<file path="config.mk">
export PLATFORM = sky130hd
export DESIGN_NAME = pfe_event_reset
export DESIGN_NICKNAME = d
export VERILOG_FILES = /design/src/pkg/pfe_pkg.sv /design/src/verilog/pfe_event_reset.sv
export SDC_FILE = /design/constraint.sdc
export NUM_CORES = 1
export LEC_CHECK = 0
export BUFFER_PORTS_ARGS = -buffer_cell sky130_fd_sc_hd__buf_2
export CAP_MARGIN = 30
export CELL_PAD_IN_SITES_DETAIL_PLACEMENT = 0
export CELL_PAD_IN_SITES_GLOBAL_PLACEMENT = 1
export CORE_UTILIZATION = 33
export CTS_BUF_LIST = sky130_fd_sc_hd__clkbuf_16
export DETAILED_ROUTE_END_ITERATION = 8
export PLACE_DENSITY = 0.89
export SYNTH_ARGS = -nofsm -noshare
export SYNTH_HDL_FRONTEND = slang
export SYNTH_SLANG_ARGS = --single-unit
</file>
<file path="constraint.sdc">
create_clock -name clock_in -period 2 [get_ports clock_in]
set_input_delay 0.4 -clock clock_in [delete_from_list [all_inputs] [get_ports clock_in]]
set_output_delay 0.4 -clock clock_in [all_outputs]
set_load 0.1 [all_outputs]
</file>
<file path="src/pkg/pfe_pkg.sv">
// pfe_pkg: register map, field positions and reset values of the fault, event and soft reset block.
// assumes a byte-wide register port fed by the serial interface logic.
`default_nettype none
package pfe_pkg;
    localparam logic [7:0] ADDR_FAULT_LATCH = 8'h17;
    localparam logic [7:0] ADDR_SOFT_RESET  = 8'h18;
    localparam logic [7:0] ADDR_TOP_EVENTS  = 8'h19;
    localparam logic [7:0] ADDR_LIVE_STATUS = 8'h1D;

    localparam logic [1:0] FAULT_RESET      = 2'h0;
    localparam logic [7:0] TOP_RESET        = 8'h00;
    localparam logic [7:0] READ_ZERO        = 8'h00;

    localparam int SOFT_RESET_BIT = 0;
    localparam int TOP_PG_BIT     = 7;
    localparam int TOP_CONV_BIT   = 5;
    localparam int TOP_CLK_BIT    = 4;
    localparam int TOP_TSD_BIT    = 3;
    localparam int TOP_WARN_BIT   = 2;
    localparam int TOP_OVP_BIT    = 1;
    localparam int TOP_MEAS_BIT   = 0;

    // bits that host write-one clears; bit 5 follows the converter events and bit 6 is reserved
    localparam logic [7:0] TOP_W1C_MASK = 8'h9F;
endpackage : pfe_pkg
`default_nettype wire

</file>
<file path="src/verilog/pfe_event_reset.sv">
// pfe_event_reset: power-good fault latches, top-level event flags and self-clearing soft reset.
// assumes all inputs synchronous to clock_in and a register port driven by the serial interface.
//
// Summary of operation
// a monitored converter that drops power-good sets its fault latch bit
// host write-one clears a fault bit only while that converter is valid
// fault bit stays zero until its converter makes power-good inactive
// writing one to soft reset returns all registers to defaults
// soft reset also pulses configuration reload and serial interface reset
// soft reset bit clears itself after the reset is taken
// top converter event bit is read-only, set while any converter event pends
// top converter event bit clears once converter events are all zero
// external clock appearing or disappearing latches bit 4
// thermal shutdown latches bit 3, disables regulators, drives outputs low
// regulators cannot be enabled while the shutdown flag is set
// thermal warning latches bit 2; live warning shown in status
// input overvoltage latches bit 1, disables regulators, outputs low, live status
// latched top flags clear only on host write-one
// gating select one: power-good follows latches, else live voltages
// a converter counts for power-good only when its monitor enable is one
// power-good going active to inactive latches bit 7
// new current measurement result latches bit 0
`timescale 1ns/1ps
`default_nettype none
module pfe_event_reset
    import pfe_pkg::*;
(
    // clock and reset
    input  wire logic       clock_in,
    input  wire logic       rst_n_in,
    // register port from the serial interface
    input  wire logic [7:0] reg_addr_in,
    input  wire logic       reg_wr_in,
    input  wire logic [7:0] reg_wdata_in,
    input  wire logic       reg_rd_in,
    output logic      [7:0] reg_rdata_out,
    // power-good configuration
    input  wire logic       power_ok_gating_select_in,
    input  wire logic       conv0_monitor_enable_in,
    input  wire logic       conv1_monitor_enable_in,
    // converter monitors
    input  wire logic       conv0_valid_in,
    input  wire logic       conv1_valid_in,
    input  wire logic [7:0] conv_event_reg_in,
    // device events
    input  wire logic       ext_clock_present_in,
    input  wire logic       thermal_shutdown_live_in,
    input  wire logic       thermal_warning_live_in,
    input  wire logic       input_overvoltage_live_in,
    input  wire logic       current_meas_ready_in,
    // regulator and general output requests
    input  wire logic       conv0_enable_req_in,
    input  wire logic       conv1_enable_req_in,
    input  wire logic       general_output_a_req_in,
    input  wire logic       general_output_b_req_in,
    // outputs
    output logic            power_ok_output_out,
    output logic            conv0_enable_out,
    output logic            conv1_enable_out,
    output logic            general_output_a_out,
    output logic            general_output_b_out,
    output logic            otp_reload_out,
    output logic            serial_reset_out
);
    logic [1:0] fault_q;
    logic [7:0] top_q;
    logic       soft_reset_q;
    logic       pg_q;
    logic [1:0] en_q;
    logic [1:0] en_prev_q;
    logic [1:0] gpo_q;
    logic       clk_prev_q;
    logic       tsd_prev_q;
    logic       warn_prev_q;
    logic       ovp_prev_q;
    logic [7:0] rdata_q;

    wire        clear_all   = !rst_n_in || soft_reset_q;
    wire        wr_fault    = reg_wr_in && (reg_addr_in == ADDR_FAULT_LATCH);
    wire        wr_top      = reg_wr_in && (reg_addr_in == ADDR_TOP_EVENTS);
    wire        soft_cmd    = reg_wr_in && (reg_addr_in == ADDR_SOFT_RESET) && reg_wdata_in[SOFT_RESET_BIT];

    wire [1:0]  mon_en      = {conv1_monitor_enable_in, conv0_monitor_enable_in};
    wire [1:0]  conv_valid  = {conv1_valid_in, conv0_valid_in};
    wire [1:0]  fault_set   = mon_en & ~conv_valid;
    wire [1:0]  fault_clr   = {2{wr_fault}} & reg_wdata_in[1:0] & conv_valid;
    wire [1:0]  fault_d     = (fault_q & ~fault_clr) | fault_set;
    wire        pg_live     = ~|fault_set;
    wire        pg_d        = power_ok_gating_select_in ? ~|fault_d : pg_live;

    wire        pg_fall     = pg_q & ~pg_d;
    wire        clk_change  = ext_clock_present_in ^ clk_prev_q;
    wire        tsd_rise    = thermal_shutdown_live_in & ~tsd_prev_q;
    wire        warn_rise   = thermal_warning_live_in & ~warn_prev_q;
    wire        ovp_rise    = input_overvoltage_live_in & ~ovp_prev_q;
    wire        conv_pend   = |conv_event_reg_in;

    wire [7:0]  top_set     = (8'(pg_fall) << TOP_PG_BIT) | (8'(clk_change) << TOP_CLK_BIT)
                            | (8'(tsd_rise) << TOP_TSD_BIT) | (8'(warn_rise) << TOP_WARN_BIT)
                            | (8'(ovp_rise) << TOP_OVP_BIT) | (8'(current_meas_ready_in) << TOP_MEAS_BIT);
    wire [7:0]  top_clr     = wr_top ? (reg_wdata_in & TOP_W1C_MASK) : READ_ZERO;
    // a flag raised in the same cycle as its clear survives
    wire [7:0]  top_d       = (top_q & ~top_clr) | top_set;
    wire [7:0]  top_word    = top_q | (8'(conv_pend) << TOP_CONV_BIT);

    wire        shut_evt    = tsd_rise | ovp_rise;
    wire        tsd_flag    = top_q[TOP_TSD_BIT];
    wire [1:0]  en_req      = {conv1_enable_req_in, conv0_enable_req_in};
    // enabling needs a fresh request edge, so a shutdown is not undone by a request left high
    wire [1:0]  en_d        = en_req & ~{2{shut_evt}} & (en_q | (~en_prev_q & ~{2{tsd_flag}}));
    wire        gpo_block   = top_d[TOP_TSD_BIT] | top_d[TOP_OVP_BIT];
    wire [1:0]  gpo_d       = {general_output_b_req_in, general_output_a_req_in} & ~{2{gpo_block}};

    wire [7:0]  stat_word   = {pg_q, 2'h0, ~ext_clock_present_in, thermal_shutdown_live_in,
                               thermal_warning_live_in, input_overvoltage_live_in, 1'b0};
    wire [7:0]  rd_word     = (reg_addr_in == ADDR_FAULT_LATCH) ? {6'h00, fault_q} :
                              (reg_addr_in == ADDR_SOFT_RESET)  ? {7'h00, soft_reset_q} :
                              (reg_addr_in == ADDR_TOP_EVENTS)  ? top_word :
                              (reg_addr_in == ADDR_LIVE_STATUS) ? stat_word : READ_ZERO;

    // soft reset command holds for exactly one cycle, then every register except the edge history reloads
    always_ff @(posedge clock_in) begin
        if (!rst_n_in) begin
            soft_reset_q <= 1'b0;
        end else begin
            soft_reset_q <= soft_cmd && !soft_reset_q;
        end
    end

    always_ff @(posedge clock_in) begin
        if (clear_all) begin
            fault_q   <= FAULT_RESET;
            top_q     <= TOP_RESET;
            pg_q      <= 1'b0;
            en_q      <= 2'h0;
            en_prev_q <= 2'h0;
            gpo_q     <= 2'h0;
            rdata_q   <= READ_ZERO;
        end else begin
            fault_q   <= fault_d;
            top_q     <= top_d;
            pg_q      <= pg_d;
            en_q      <= en_d;
            en_prev_q <= en_req;
            gpo_q     <= gpo_d;
            if (reg_rd_in) begin
                rdata_q <= rd_word;
            end
        end
    end

    // edge history is kept across soft reset so a steady clock does not look like a change
    always_ff @(posedge clock_in) begin
        if (!rst_n_in) begin
            // loading the live level avoids a false clock change right after reset
            clk_prev_q  <= ext_clock_present_in;
            tsd_prev_q  <= 1'b0;
            warn_prev_q <= 1'b0;
            ovp_prev_q  <= 1'b0;
        end else begin
            clk_prev_q  <= ext_clock_present_in;
            tsd_prev_q  <= thermal_shutdown_live_in;
            warn_prev_q <= thermal_warning_live_in;
            ovp_prev_q  <= input_overvoltage_live_in;
        end
    end

    assign reg_rdata_out        = rdata_q;
    assign power_ok_output_out  = pg_q;
    assign conv0_enable_out     = en_q[0];
    assign conv1_enable_out     = en_q[1];
    assign general_output_a_out = gpo_q[0];
    assign general_output_b_out = gpo_q[1];
    assign otp_reload_out       = soft_reset_q;
    assign serial_reset_out     = soft_reset_q;
endmodule // pfe_event_reset
`default_nettype wire

</file>
# After elaboration in Yosys (flattened, before gate mapping)
# Cells that the tools add are included.
[totals]
word_cells = 72
out_inout_bits = 15
regBits = 30
input_bits = 42
[op_classes]
n_mux = 6
reduce_logical = 13
eq_ne = 4
bitwise = 37
[op_table]
columns = ["operator", "count"]
rows = [
  ["$mux 8", 5],
  ["$eq 8x5->1 const B", 4],
  ["$and 2x2->2", 8],
  ["$not 2->2", 6],
  ["$and 8x8->8", 1],
  ["$not 8->8", 1],
  ["$or 8x1->8", 1],
  ["$or 8x2->8", 1],
  ["$or 8x3->8", 1],
  ["$or 8x4->8", 1],
  ["$or 8x5->8", 1],
  ["$or 8x6->8", 1],
  ["$or 8x8->8", 1],
  ["$reduce_or 8->1", 1],
  ["$logic_and 1x1->1", 5],
  ["$not 1->1", 5],
  ["$and 1x1->1", 4],
  ["$logic_not 1->1", 4],
  ["$or 2x2->2", 2],
  ["$reduce_or 2->1", 2],
  ["$or 1x1->1", 2],
  ["$logic_or 1x1->1", 1],
  ["$mux 1", 1],
  ["$xor 1x1->1", 1],
]

# Depth between registers and ports, before layout
# Gate-level depths: netlist (run 1).
[logic_depth]
depth_word = 21
ltp_mapped = 5
mapped_depth_nobuf = 4

# Least setup slack after synthesis (run 1)
# No wires, ideal clock.
[synth_path]
kind = "input-to-reg"
from = "in reg_addr_in[7]"
to = "reg top_q[7]"
cell_stages = 5
setup_ns = 0.116
arrival_time_ns = 1.731
path_buffers = 1
path_slack_ns = 0.153
required_ns = 1.884
path_cell_list = "or4b_1 buf_6 o32ai_4 a41oi_1 a31o_1"
[synth_via]
elab_chain_len = 18
word_cells_on_any_way = 23
[synth_lines]
columns = ["item", "line_no", "source"]
rows = [
  ["start: declaration", "pfe_event_reset.sv:32", "input wire logic [7:0] reg_addr_in,"],
  ["$eq 8x5->1", "pfe_event_reset.sv:79", "wire wr_fault = reg_wr_in && (reg_addr_in == ADDR_FAULT_LATCH);"],
  ["$logic_and 1x1->1", "pfe_event_reset.sv:79", ""],
  ["$and 2x2->2 (2 in a row)", "pfe_event_reset.sv:86", "wire [1:0] fault_clr = {2{wr_fault}} & reg_wdata_in[1:0] & conv_valid;"],
  ["$not 2->2", "pfe_event_reset.sv:87", "wire [1:0] fault_d = (fault_q & ~fault_clr) | fault_set;"],
  ["$and 2x2->2", "pfe_event_reset.sv:87", ""],
  ["$or 2x2->2", "pfe_event_reset.sv:87", ""],
  ["$reduce_or 2->1", "pfe_event_reset.sv:89", "wire pg_d = power_ok_gating_select_in ? ~|fault_d : pg_live;"],
  ["$logic_not 1->1", "pfe_event_reset.sv:89", ""],
  ["$mux 1", "pfe_event_reset.sv:89", ""],
  ["$not 1->1", "pfe_event_reset.sv:91", "wire pg_fall = pg_q & ~pg_d;"],
  ["$and 1x1->1", "pfe_event_reset.sv:91", ""],
  ["$or 8x5->8", "pfe_event_reset.sv:98", "wire [7:0] top_set = (8'(pg_fall) << TOP_PG_BIT) | (8'(clk_change) << TOP_CLK_BIT)"],
  ["$or 8x4->8", "pfe_event_reset.sv:99", "| (8'(tsd_rise) << TOP_TSD_BIT) | (8'(warn_rise) << TOP_WARN_BIT)"],
  ["$or 8x3->8", "pfe_event_reset.sv:99", ""],
  ["$or 8x2->8", "pfe_event_reset.sv:100", "| (8'(ovp_rise) << TOP_OVP_BIT) | (8'(current_meas_ready_in) << TOP_MEAS_BIT);"],
  ["$or 8x1->8", "pfe_event_reset.sv:100", ""],
  ["$or 8x8->8 (*)", "pfe_event_reset.sv:103", "wire [7:0] top_d = (top_q & ~top_clr) | top_set;"],
  ["end signal: assignment", "pfe_event_reset.sv:141", "top_q <= top_d;"],
  ["end: declaration", "pfe_event_reset.sv:66", "logic [7:0] top_q;"],
]
# Every way passes the cells marked *; elsewhere a longest branch is shown, timed or not.
# A chain may end at the register's enable or synchronous reset.

# Final worst setup path (run 1)
# Ends and elaborated chain as after synthesis.

==> results of run 1 <==
worst max-delay path, cell delays in order:
cell     delay [ps]
buf_2            90
or4b_1          510
buf_4           190
o31ai_2         280
a41oi_1         200
a31o_1          250
where the power goes:
part           internal [mW]  switching [mW]
logic                 0.0805           0.125
registers              0.563          0.0138
clock network          0.267           0.175
total                  0.911           0.314
cells by family (layout without fill, tap and decap cells):
| logic type | Yosys count | in the layout | synth area share |
|---|---|---|---|
| other cells | 1 | 1 | 0.00309 |
| xor+xnor | 1 | 1 | 0.00723 |
| compound gates | 26 | 26 | 0.167 |
| simple gates | 54 | 54 | 0.269 |
| buf+inv | 13 | 71 | 0.0526 |
| mux | 6 | 6 | 0.0547 |
| flops | 27 | 27 | 0.446 |
worst paths after layout:
path / cells after the start / slack (ps) / endpoint / startpoint
worst min-delay path: 1 / 280 / clk_prev_q / ext_clock_present_in
worst min register to register: 2 / 460 / reg_rdata_out[4] / reg_rdata_out[4]
worst max register to register: 3 / 920 / top_q[2] / otp_reload_out
worst max-delay path: 6 / 230 / top_q[7] / reg_addr_in[7]
metal layers:
layer / share of wire / GRT usage / vias to the layer above
met2: 0.49 / 0.258 / 35
met3: 0.046 / 0.0237 / 2
met5: 0 / 0 / -
met4: 0.0080 / 0.0523 / 0
met1: 0.45 / 0.180 / 485
li1: - / - / 562
metrics by stage:
step                hold slack (ps)  total power, mW  cells  worst slack [ps]  area (µm²)
global route                    295             1.28    232               132        1630
global placement                455            0.792    228             -39.6        1550
detailed placement              459            0.795    228             -49.2        1550
floorplan                       428            0.722    128               153        1210
finish                          282             1.23    232               234        1630
CTS                             282             1.23    232               218        1630
registers in the layout (all words and copies together), names as in the netlist:
| register | cells |
|---|---|
| power_ok_output_out | 1 |
| gpo_q | 2 |
| clk_prev_q | 1 |
| en_prev_q | 2 |
| tsd_prev_q | 1 |
| fault_q | 2 |
| top_q | 6 |
| ovp_prev_q | 1 |
| warn_prev_q | 1 |
| en_q | 2 |
| reg_rdata_out | 7 |
| otp_reload_out | 1 |
cell usage in the layout, fill, tap and decap left out, types with 5 or more instances in the layout:
| master | synthesis | final |
|---|---|---|
| buf_4 | 2 | 8 |
| nand3_1 | 6 | 6 |
| nand2_1 | 6 | 6 |
| nand2b_1 | 11 | 11 |
| a21oi_1 | 12 | 12 |
| mux2_2 | 5 | 5 |
| dfxtp_1 | 27 | 27 |
| inv_1 | 6 | 7 |
| buf_2 | 0 | 53 |
| and2_1 | 5 | 5 |
| nor2_1 | 9 | 9 |
cell type report:
type                            count  area [µm²]  area share
Clock buffer                        3        75.1      0.0460
Inverter                            6        22.5      0.0138
Multi-Input combinational cell     88         608       0.372
Clock inverter                      1        3.75     0.00230
Sequential cell                    27         541       0.331
Timing Repair Buffer               61         325       0.199
Tap cell                           46        57.6      0.0352
==> key figures, run 1 <==
Status
  • Run status: completed

Route
  • Avg WL per Cell: 11.9 µm
  • Vias/cell: 4.67
  • Post-route DRC: 0
  • Router iterations before antenna repair: 4
  • Antenna-violating nets left: 0
  • Post-Route WL: 2.77 mm
  • Vias post-DR: 1084
  • DRT iter0 DRCs: 58

Yosys
  • Synth cell count leaders: dfxtp_1, a21oi_1, nand2b_1
  • Sequential fraction of the synthesis area: 0.446
  • Main synth FF type: dfxtp_1
  • Top cells by area, synth: dfxtp_1, nand2b_1, a21oi_1
  • Post-Syn Instances: 128
  • Syn Area/Cell: 9.47 µm²
  • Share of the synthesized area in the top cell type: 0.446
  • Ys async rst share: 0
  • Syn Std Cell Area: 0.00121 mm²
  • EDFF count, synth: 0
  • Netlist cell types: 35
  • Most numerous cell in the Yosys netlist: dfxtp_1
  • Largest area contributor in the netlist: dfxtp_1
  • Mapped Nets: 170
  • YS warnings: 0
  • Synthesized flop and latch total: 27

Critical path
  • CP required: 2160 ps
  • Crit Path Category: input pin to flip-flop
  • CP Capture Type: flip-flop
  • Critical path arrival: 1920 ps
  • Critical-path maximum fanout: 6
  • Critical path launch point type: input pin

STA
  • Final Hold Vio Count: 0
  • Unrepaired setup endpoints after global routing: no
  • Period minus WS final: 1770 ps
  • Final Skew: 3.17 ps
  • Final worst path period share: 0.883
  • Max Clk Rate: 566 MHz
  • Final Max Tran Viols: 0
  • Setup TNS: 0 ps
  • Final Setup Violations: 0

Global routing
  • Gr usage total: 0.147
  • Initial antenna violation count: 0
  • Vias in the first global route: 1036
  • GRT overflow: 0
  • Global-route wire length before repair: 4.61 mm
  • Pin count of the biggest net entering global routing: 15

Clocking
  • CTS tree: done
  • Post_cts resized: 0
  • H-tree lvl count: 1
  • Max Buffers Root-to-Sink: 2
  • CTS sink cnt: 27
  • Clk_lat worst skew: 260 ps
  • # Post-CTS Setup Buffers: 0
  • Root buffer cell: clkbuf_16
  • CTS Hold Bufs: 0
  • TritonCTS Buffers: 3
  • Clock slew at reported path FFs: 60 ps

Floorplan
  • Die ar.: 0.00392 mm²
  • Core region area: 0.00342 mm²
  • Die Ht: 62.6 µm
  • Initial Util: 0.355
  • Die width: 62.6 µm
  • FP Rows: 21
  • Ports: 57

Layout
  • Post-layout net count: 229
  • Final core utilization: 0.478
  • Antenna Cells: 0
  • Area grow syn2layout: 34.7%
  • Filler cells: 353
  • Ratio of cells with drive above 1 in the final layout: 0.403

Power
  • PD cells: 750 mW/mm²
  • Max IR drop VDD: 0.313 mV
  • Leakage Power: 0.740 nW

Place
  • HPWL Detailed: 2.16 mm
  • Final GP Congestion: 0.737
  • IO Port Bufs: 53

Job
  • MaxCap Viol Count: 0

Min path
  • Hold Crit Class: input pin to flip-flop
Note: power is estimated with default switching activity, not from simulation.
==> inputs of run 2 (changes only) <==
--- a/config.mk
+++ b/config.mk
@@ -9,10 +9,11 @@
 export CAP_MARGIN = 30
 export CELL_PAD_IN_SITES_DETAIL_PLACEMENT = 0
 export CELL_PAD_IN_SITES_GLOBAL_PLACEMENT = 1
-export CORE_UTILIZATION = 33
+export CORE_UTILIZATION = 30
 export CTS_BUF_LIST = sky130_fd_sc_hd__clkbuf_16
 export DETAILED_ROUTE_END_ITERATION = 8
-export PLACE_DENSITY = 0.89
+export GPL_TIMING_DRIVEN = 0
+export PLACE_DENSITY = 0.83
 export SYNTH_ARGS = -nofsm -noshare
 export SYNTH_HDL_FRONTEND = slang
 export SYNTH_SLANG_ARGS = --single-unit
==> run 2 against run 1 <==
  * First-iteration DRC count is 55% lower
  * Combinational power is 2% lower
  * Setup slack better by 12 ps
  * Core utilization is 5.1 points lower
  * Clock power hardly changed
  * Critical endpoint unchanged
==> key figures, run 2 (synthesis gave the netlist of run 1 again) <==
Critical path
  • R2R Path End: en_q[0]
  • Launching point of the worst reg2reg path: otp_reload_out
  • Critical path capture point: top_q[7]
  • CP Capture Type: flip-flop
  • Setup crit start: reg_addr_in[7]
  • Crit Path Category: input pin to flip-flop
  • CP required: 2160 ps (about the same)
  • Critical path launch point type: input pin
  • R2R Setup Slk: 750 ps (-170 ps)
  • Critical-path maximum fanout: 8 (+2)
  • Critical path arrival: 1910 ps (about the same)
  • R2R cell count: 4 (+1)

Floorplan
  • Core region area: 0.00377 mm² (+10%)
  • Ports: 57 (unchanged)
  • Die Ht: 65.6 µm (+4.7%)
  • Die width: 65.6 µm (+4.7%)
  • FP Rows: 22 (+4.8%)
  • Die ar.: 0.00430 mm² (+9.7%)
  • Initial Util: 0.321 (-0.0334)

Clocking
  • TritonCTS Buffers: 3 (unchanged)
  • Max Buffers Root-to-Sink: 2 (unchanged)
  • # Post-CTS Setup Buffers: 0 (unchanged)
  • CTS sink cnt: 27 (unchanged)
  • H-tree lvl count: 1 (unchanged)
  • Clk_lat worst skew: 260 ps (about the same)
  • Clock slew at reported path FFs: 60 ps (about the same)
  • Root buffer cell: clkbuf_16
  • CTS tree: done
  • Post_cts resized: 0 (unchanged)
  • CTS Hold Bufs: 0 (unchanged)

STA
  • Period minus WS final: 1750 ps (-12.2 ps)
  • Final Skew: 1.60 ps (-1.57 ps)
  • Final worst path period share: 0.877 (-0.00611)
  • Final Hold Vio Count: 0 (unchanged)
  • Unrepaired setup endpoints after global routing: no
  • Max Clk Rate: 570 MHz (+0.70%)
  • Final Max Tran Viols: 0 (unchanged)
  • Final Setup Violations: 0 (unchanged)
  • Setup TNS: 0 ps (unchanged)

Route
  • Post-Route WL: 2.73 mm (-1.4%)
  • Antenna-violating nets left: 0 (unchanged)
  • Router iterations before antenna repair: 4 (unchanged)
  • Vias post-DR: 1085 (+0.092%)
  • Post-route DRC: 0 (unchanged)
  • DRT iter0 DRCs: 26 (-55%)
  • M1 WL: 1.25 mm (-0.32%)
  • WL met3: 166 µm (+30%)
  • Top layer in use: met4
  • Avg WL per Cell: 11.8 µm (-1.4%)
  • Metal2 WL: 1.28 mm (-6.0%)
  • Vias/cell: 4.68 (about the same)

Place
  • HPWL Detailed: 2.15 mm (-0.34%)
  • IO Port Bufs: 52 (-1.9%)
  • Final GP Congestion: 0.707 (-4.1%)

Layout
  • Ratio of cells with drive above 1 in the final layout: 0.375 (-0.0282)
  • Largest register FFs: 7 (unchanged)
  • Post-layout net count: 227 (-0.87%)
  • Antenna Cells: 0 (unchanged)
  • Commonest non-fill, non-tap cells in the layout: buf_2, dfxtp_1, a21oi_1
  • Area grow syn2layout: 32.9%
  • Commonest non-fill, non-tap cell in the layout: buf_2

Global routing
  • Global-route wire length before repair: 4.31 mm (-6.6%)
  • Initial antenna violation count: 0 (unchanged)
  • Gr usage total: 0.134 (-0.0135)
  • Pin count of the biggest net entering global routing: 15 (unchanged)
  • GRT overflow: 0 (unchanged)
  • Vias in the first global route: 987 (-4.7%)

Min path
  • Hold Crit Class: input pin to flip-flop
  • Hold Crit Start: ext_clock_present_in
  • WHS Path Cells: 1 (unchanged)

Power
  • Max IR drop VDD: 0.302 mV (-3.4%)
  • PD cells: 757 mW/mm² (+0.84%)
  • Leakage Power: 0.719 nW (-2.8%)
  • Tot Pwr: 1.22 mW (-0.47%)

Job
  • MaxCap Viol Count: 0 (unchanged)

Status
  • Run status: completed
==> run 2: layer usage <==
| layer | vias to the layer above | global-route usage |
|---|---|---|
| li1 | 562 | - |
| met1 | 482 | 0.164 |
| met2 | 37 | 0.220 |
| met3 | 4 | 0.0382 |
| met4 | 0 | 0.0489 |
| met5 | - | 0 |
==> run 2: through the flow <==
stage / setup slack (ps) / hold WS, ps / instances / instance area (µm²) / utilization
floorplan: 153 / 428 / 128 / 1210 / -
global placement: -48.9 / 456 / 228 / 1530 / 0.406
detailed placement: -41.6 / 454 / 228 / 1530 / 0.406
CTS: 215 / 285 / 232 / 1610 / 0.427
global route: 151 / 280 / 232 / 1610 / 0.427
finish: 247 / 290 / 232 / 1610 / 0.427
==> run 2: power by group <==
group | internal, mW | total, mW | switching, mW
Combinational | 0.0764 | 0.200 | 0.124
Sequential | 0.563 | 0.576 | 0.0129
Clock | 0.267 | 0.443 | 0.176
Total | 0.907 | 1.22 | 0.312
==> run 2: final cells by class <==
| type | instances | area, µm² |
|---|---|---|
| Fill cell | 391 | 2160 |
| Multi-Input combinational cell | 88 | 608 |
| Sequential cell | 27 | 541 |
| Timing Repair Buffer | 52 | 260 |
| Clock buffer | 3 | 75.1 |
| Tap cell | 48 | 60.1 |
| Buffer | 7 | 41.3 |
| Inverter | 6 | 22.5 |
| Clock inverter | 1 | 3.75 |
==> run 2: critical path, cell delays in order <==
cell	delay [ps]
buf_2	90
or4b_1	530
buf_6	170
o31ai_2	280
a41oi_1	190
a31o_1	250
==> run 2: how the worst min path moves through the flow <==
stage	endpoint	slack (ps)
3_5_place_dp	reg_rdata_out[2]	450
6_report	clk_prev_q	290
4_1_cts	clk_prev_q	290
5_1_grt	clk_prev_q	280
2_1_floorplan	clk_prev_q	430
3_3_place_gp	top_q[2]	460
==> inputs of run 3 (changes only) <==
--- a/config.mk
+++ b/config.mk
@@ -10,10 +10,10 @@
 export CELL_PAD_IN_SITES_DETAIL_PLACEMENT = 0
 export CELL_PAD_IN_SITES_GLOBAL_PLACEMENT = 1
 export CORE_UTILIZATION = 30
-export CTS_BUF_LIST = sky130_fd_sc_hd__clkbuf_16
+export CTS_BUF_LIST = sky130_fd_sc_hd__clkbuf_8
 export DETAILED_ROUTE_END_ITERATION = 8
 export GPL_TIMING_DRIVEN = 0
-export PLACE_DENSITY = 0.83
+export PLACE_DENSITY = 0.69
 export SYNTH_ARGS = -nofsm -noshare
 export SYNTH_HDL_FRONTEND = slang
 export SYNTH_SLANG_ARGS = --single-unit
==> constraint.sdc (replaced) <==
create_clock -name clock_in -period 2 [get_ports clock_in]
set_input_delay 0.2 -clock clock_in [delete_from_list [all_inputs] [get_ports clock_in]]
set_output_delay 0.2 -clock clock_in [all_outputs]
set_load 0.1 [all_outputs]
==> run 3 against run 2 <==
  * Via count is 2.1% higher
  * Core utilization is 0.90 points lower
  * Routed wire length up 10%
  * Cell count stayed put
  * Non-clock buffer count unchanged
  * Setup slack improved by 220 ps
==> key figures, run 3 (synthesis gave the netlist of run 1 again) <==
STA
  • Unrepaired setup endpoints after global routing: no
  • Hold_ws: 64.4 ps (-225 ps)
  • Final Hold Vio Count: 0 (unchanged)
  • Setup TNS: 0 ps (unchanged)
  • Final Max Tran Viols: 0 (unchanged)
  • Period minus WS final: 1530 ps (-220 ps)
  • Final Setup Violations: 0 (unchanged)
  • Final Skew: 2.66 ps (+1.07 ps)
  • Setup WS post-layout: 467 ps (+220 ps)
  • Max Clk Rate: 652 MHz (+14%)
  • Final worst path period share: 0.767 (-0.110)

Critical path
  • Critical path launch point type: input pin
  • Crit Path Category: input pin to flip-flop
  • CP required: 2170 ps (about the same)
  • Critical-path maximum fanout: 8 (unchanged)
  • Critical path arrival: 1700 ps (-210 ps)
  • CP Capture Type: flip-flop

Status
  • Run status: completed

Clocking
  • Clk_lat worst skew: 270 ps (about the same)
  • CTS sink cnt: 27 (unchanged)
  • Clock slew at reported path FFs: 90 ps (+30 ps)
  • CTS tree: done
  • # Post-CTS Setup Buffers: 0 (unchanged)
  • CTS Hold Bufs: 0 (unchanged)
  • TritonCTS Buffers: 3 (unchanged)
  • Max Buffers Root-to-Sink: 2 (unchanged)
  • Post_cts resized: 0 (unchanged)
  • H-tree lvl count: 1 (unchanged)
  • Root buffer cell: clkbuf_8

Global routing
  • Layer with the highest usage: met2
  • Gr usage total: 0.148 (+0.0146)
  • Pin count of the biggest net entering global routing: 15 (unchanged)
  • Global-route track usage on met3: 0.0451 (+0.00694)
  • Initial antenna violation count: 0 (unchanged)
  • GRT overflow: 0 (unchanged)
  • Global-route wire length before repair: 4.84 mm (+12%)
  • Met1 GRT Util: 0.174 (+0.00948)
  • GR met2 Demand/Resource: 0.259 (+0.0387)
  • Vias in the first global route: 1103 (+12%)

Floorplan
  • Ports: 57 (unchanged)
  • Initial Util: 0.321 (unchanged)
  • Core region area: 0.00377 mm² (unchanged)
  • FP Rows: 22 (unchanged)
  • Die ar.: 0.00430 mm² (unchanged)
  • Die width: 65.6 µm (unchanged)
  • Die Ht: 65.6 µm (unchanged)

Route
  • Post-Route WL: 3.00 mm (+10%)
  • Antenna-violating nets left: 0 (unchanged)
  • Avg WL per Cell: 12.9 µm (+10%)
  • Post-route DRC: 0 (unchanged)
  • DRT iter0 DRCs: 32 (+23%)
  • Vias/cell: 4.78 (+2.1%)
  • Vias post-DR: 1108 (+2.1%)
  • Router iterations before antenna repair: 4 (unchanged)

Job
  • MaxCap Viol Count: 0 (unchanged)

Layout
  • Commonest non-fill, non-tap cell in the layout: buf_2
  • Antenna Cells: 0 (unchanged)
  • Fin cells: 232 (unchanged)
  • Ratio of cells with drive above 1 in the final layout: 0.375 (unchanged)
  • Post-layout net count: 227 (unchanged)
  • Largest register FFs: 7 (unchanged)
  • Area grow syn2layout: 30.1%
  • Final core utilization: 0.418 (-0.00896)
  • Commonest non-fill, non-tap cells in the layout: buf_2, dfxtp_1, a21oi_1
  • Filler cells: 382 (-2.3%)

Place
  • Worst slack, placed: 146 ps (+188 ps)
  • Final GP Congestion: 0.752 (+6.4%)
  • Placed insts: 228 (unchanged)
  • HPWL Detailed: 2.38 mm (+11%)
  • IO Port Bufs: 52 (unchanged)

Power
  • PD cells: 683 mW/mm² (-9.8%)
  • Leakage Power: 0.703 nW (-2.1%)
  • Max IR drop VDD: 0.438 mV (+45%)

Min path
  • Hold Crit Class: input pin to flip-flop
==> run 3: routing by layer <==
metal / routed length [µm] / share of wire / up-vias
li1: - / - / 558
met2: 1440 / 0.48 / 36
met5: 0 / 0 / -
met3: 178 / 0.059 / 2
met1: 1370 / 0.46 / 512
met4: 17 / 0.0057 / 0
==> run 3: metrics by stage <==
| step | cell area (µm²) | total power [mW] |
|---|---|---|
| floorplan | 1210 | 0.722 |
| global placement | 1530 | 0.787 |
| detailed placement | 1530 | 0.793 |
| CTS | 1580 | 1.09 |
| global route | 1580 | 1.13 |
| finish | 1580 | 1.08 |
==> run 3: cell type report <==
class	instances	area, µm²	area share
clock inverters	1	3.75	0.00238
repair buffers	52	260	0.165
plain buffers	7	41.3	0.0262
inverters	6	22.5	0.0143
clock buffers	3	41.3	0.0262
flip-flops and latches	27	541	0.343
well taps	48	60.1	0.0381
multi-input cells	88	608	0.385
==> run 3: worst max-delay path, stage by stage <==
cell,delay [ps]
buf_2,90
or4b_1,520
buf_6,170
o31ai_2,280
a41oi_1,190
a31o_1,250
==> run 3: final timing paths <==
kind | start | end | slack [ps] | cells past startpoint
setup / recovery | reg_addr_in[7] | top_q[7] | 470 | 6
hold / removal | ext_clock_present_in | clk_prev_q | 60 | 1
setup reg to reg | otp_reload_out | en_q[0] | 690 | 4
hold reg to reg | reg_rdata_out[3] | reg_rdata_out[3] | 470 | 2
==> run 3: report_power, final <==
group          internal (mW)  leakage, nW  switching (mW)
combinational         0.0765        0.454           0.126
clock                  0.137       0.0269           0.161
sequential             0.563        0.222          0.0132
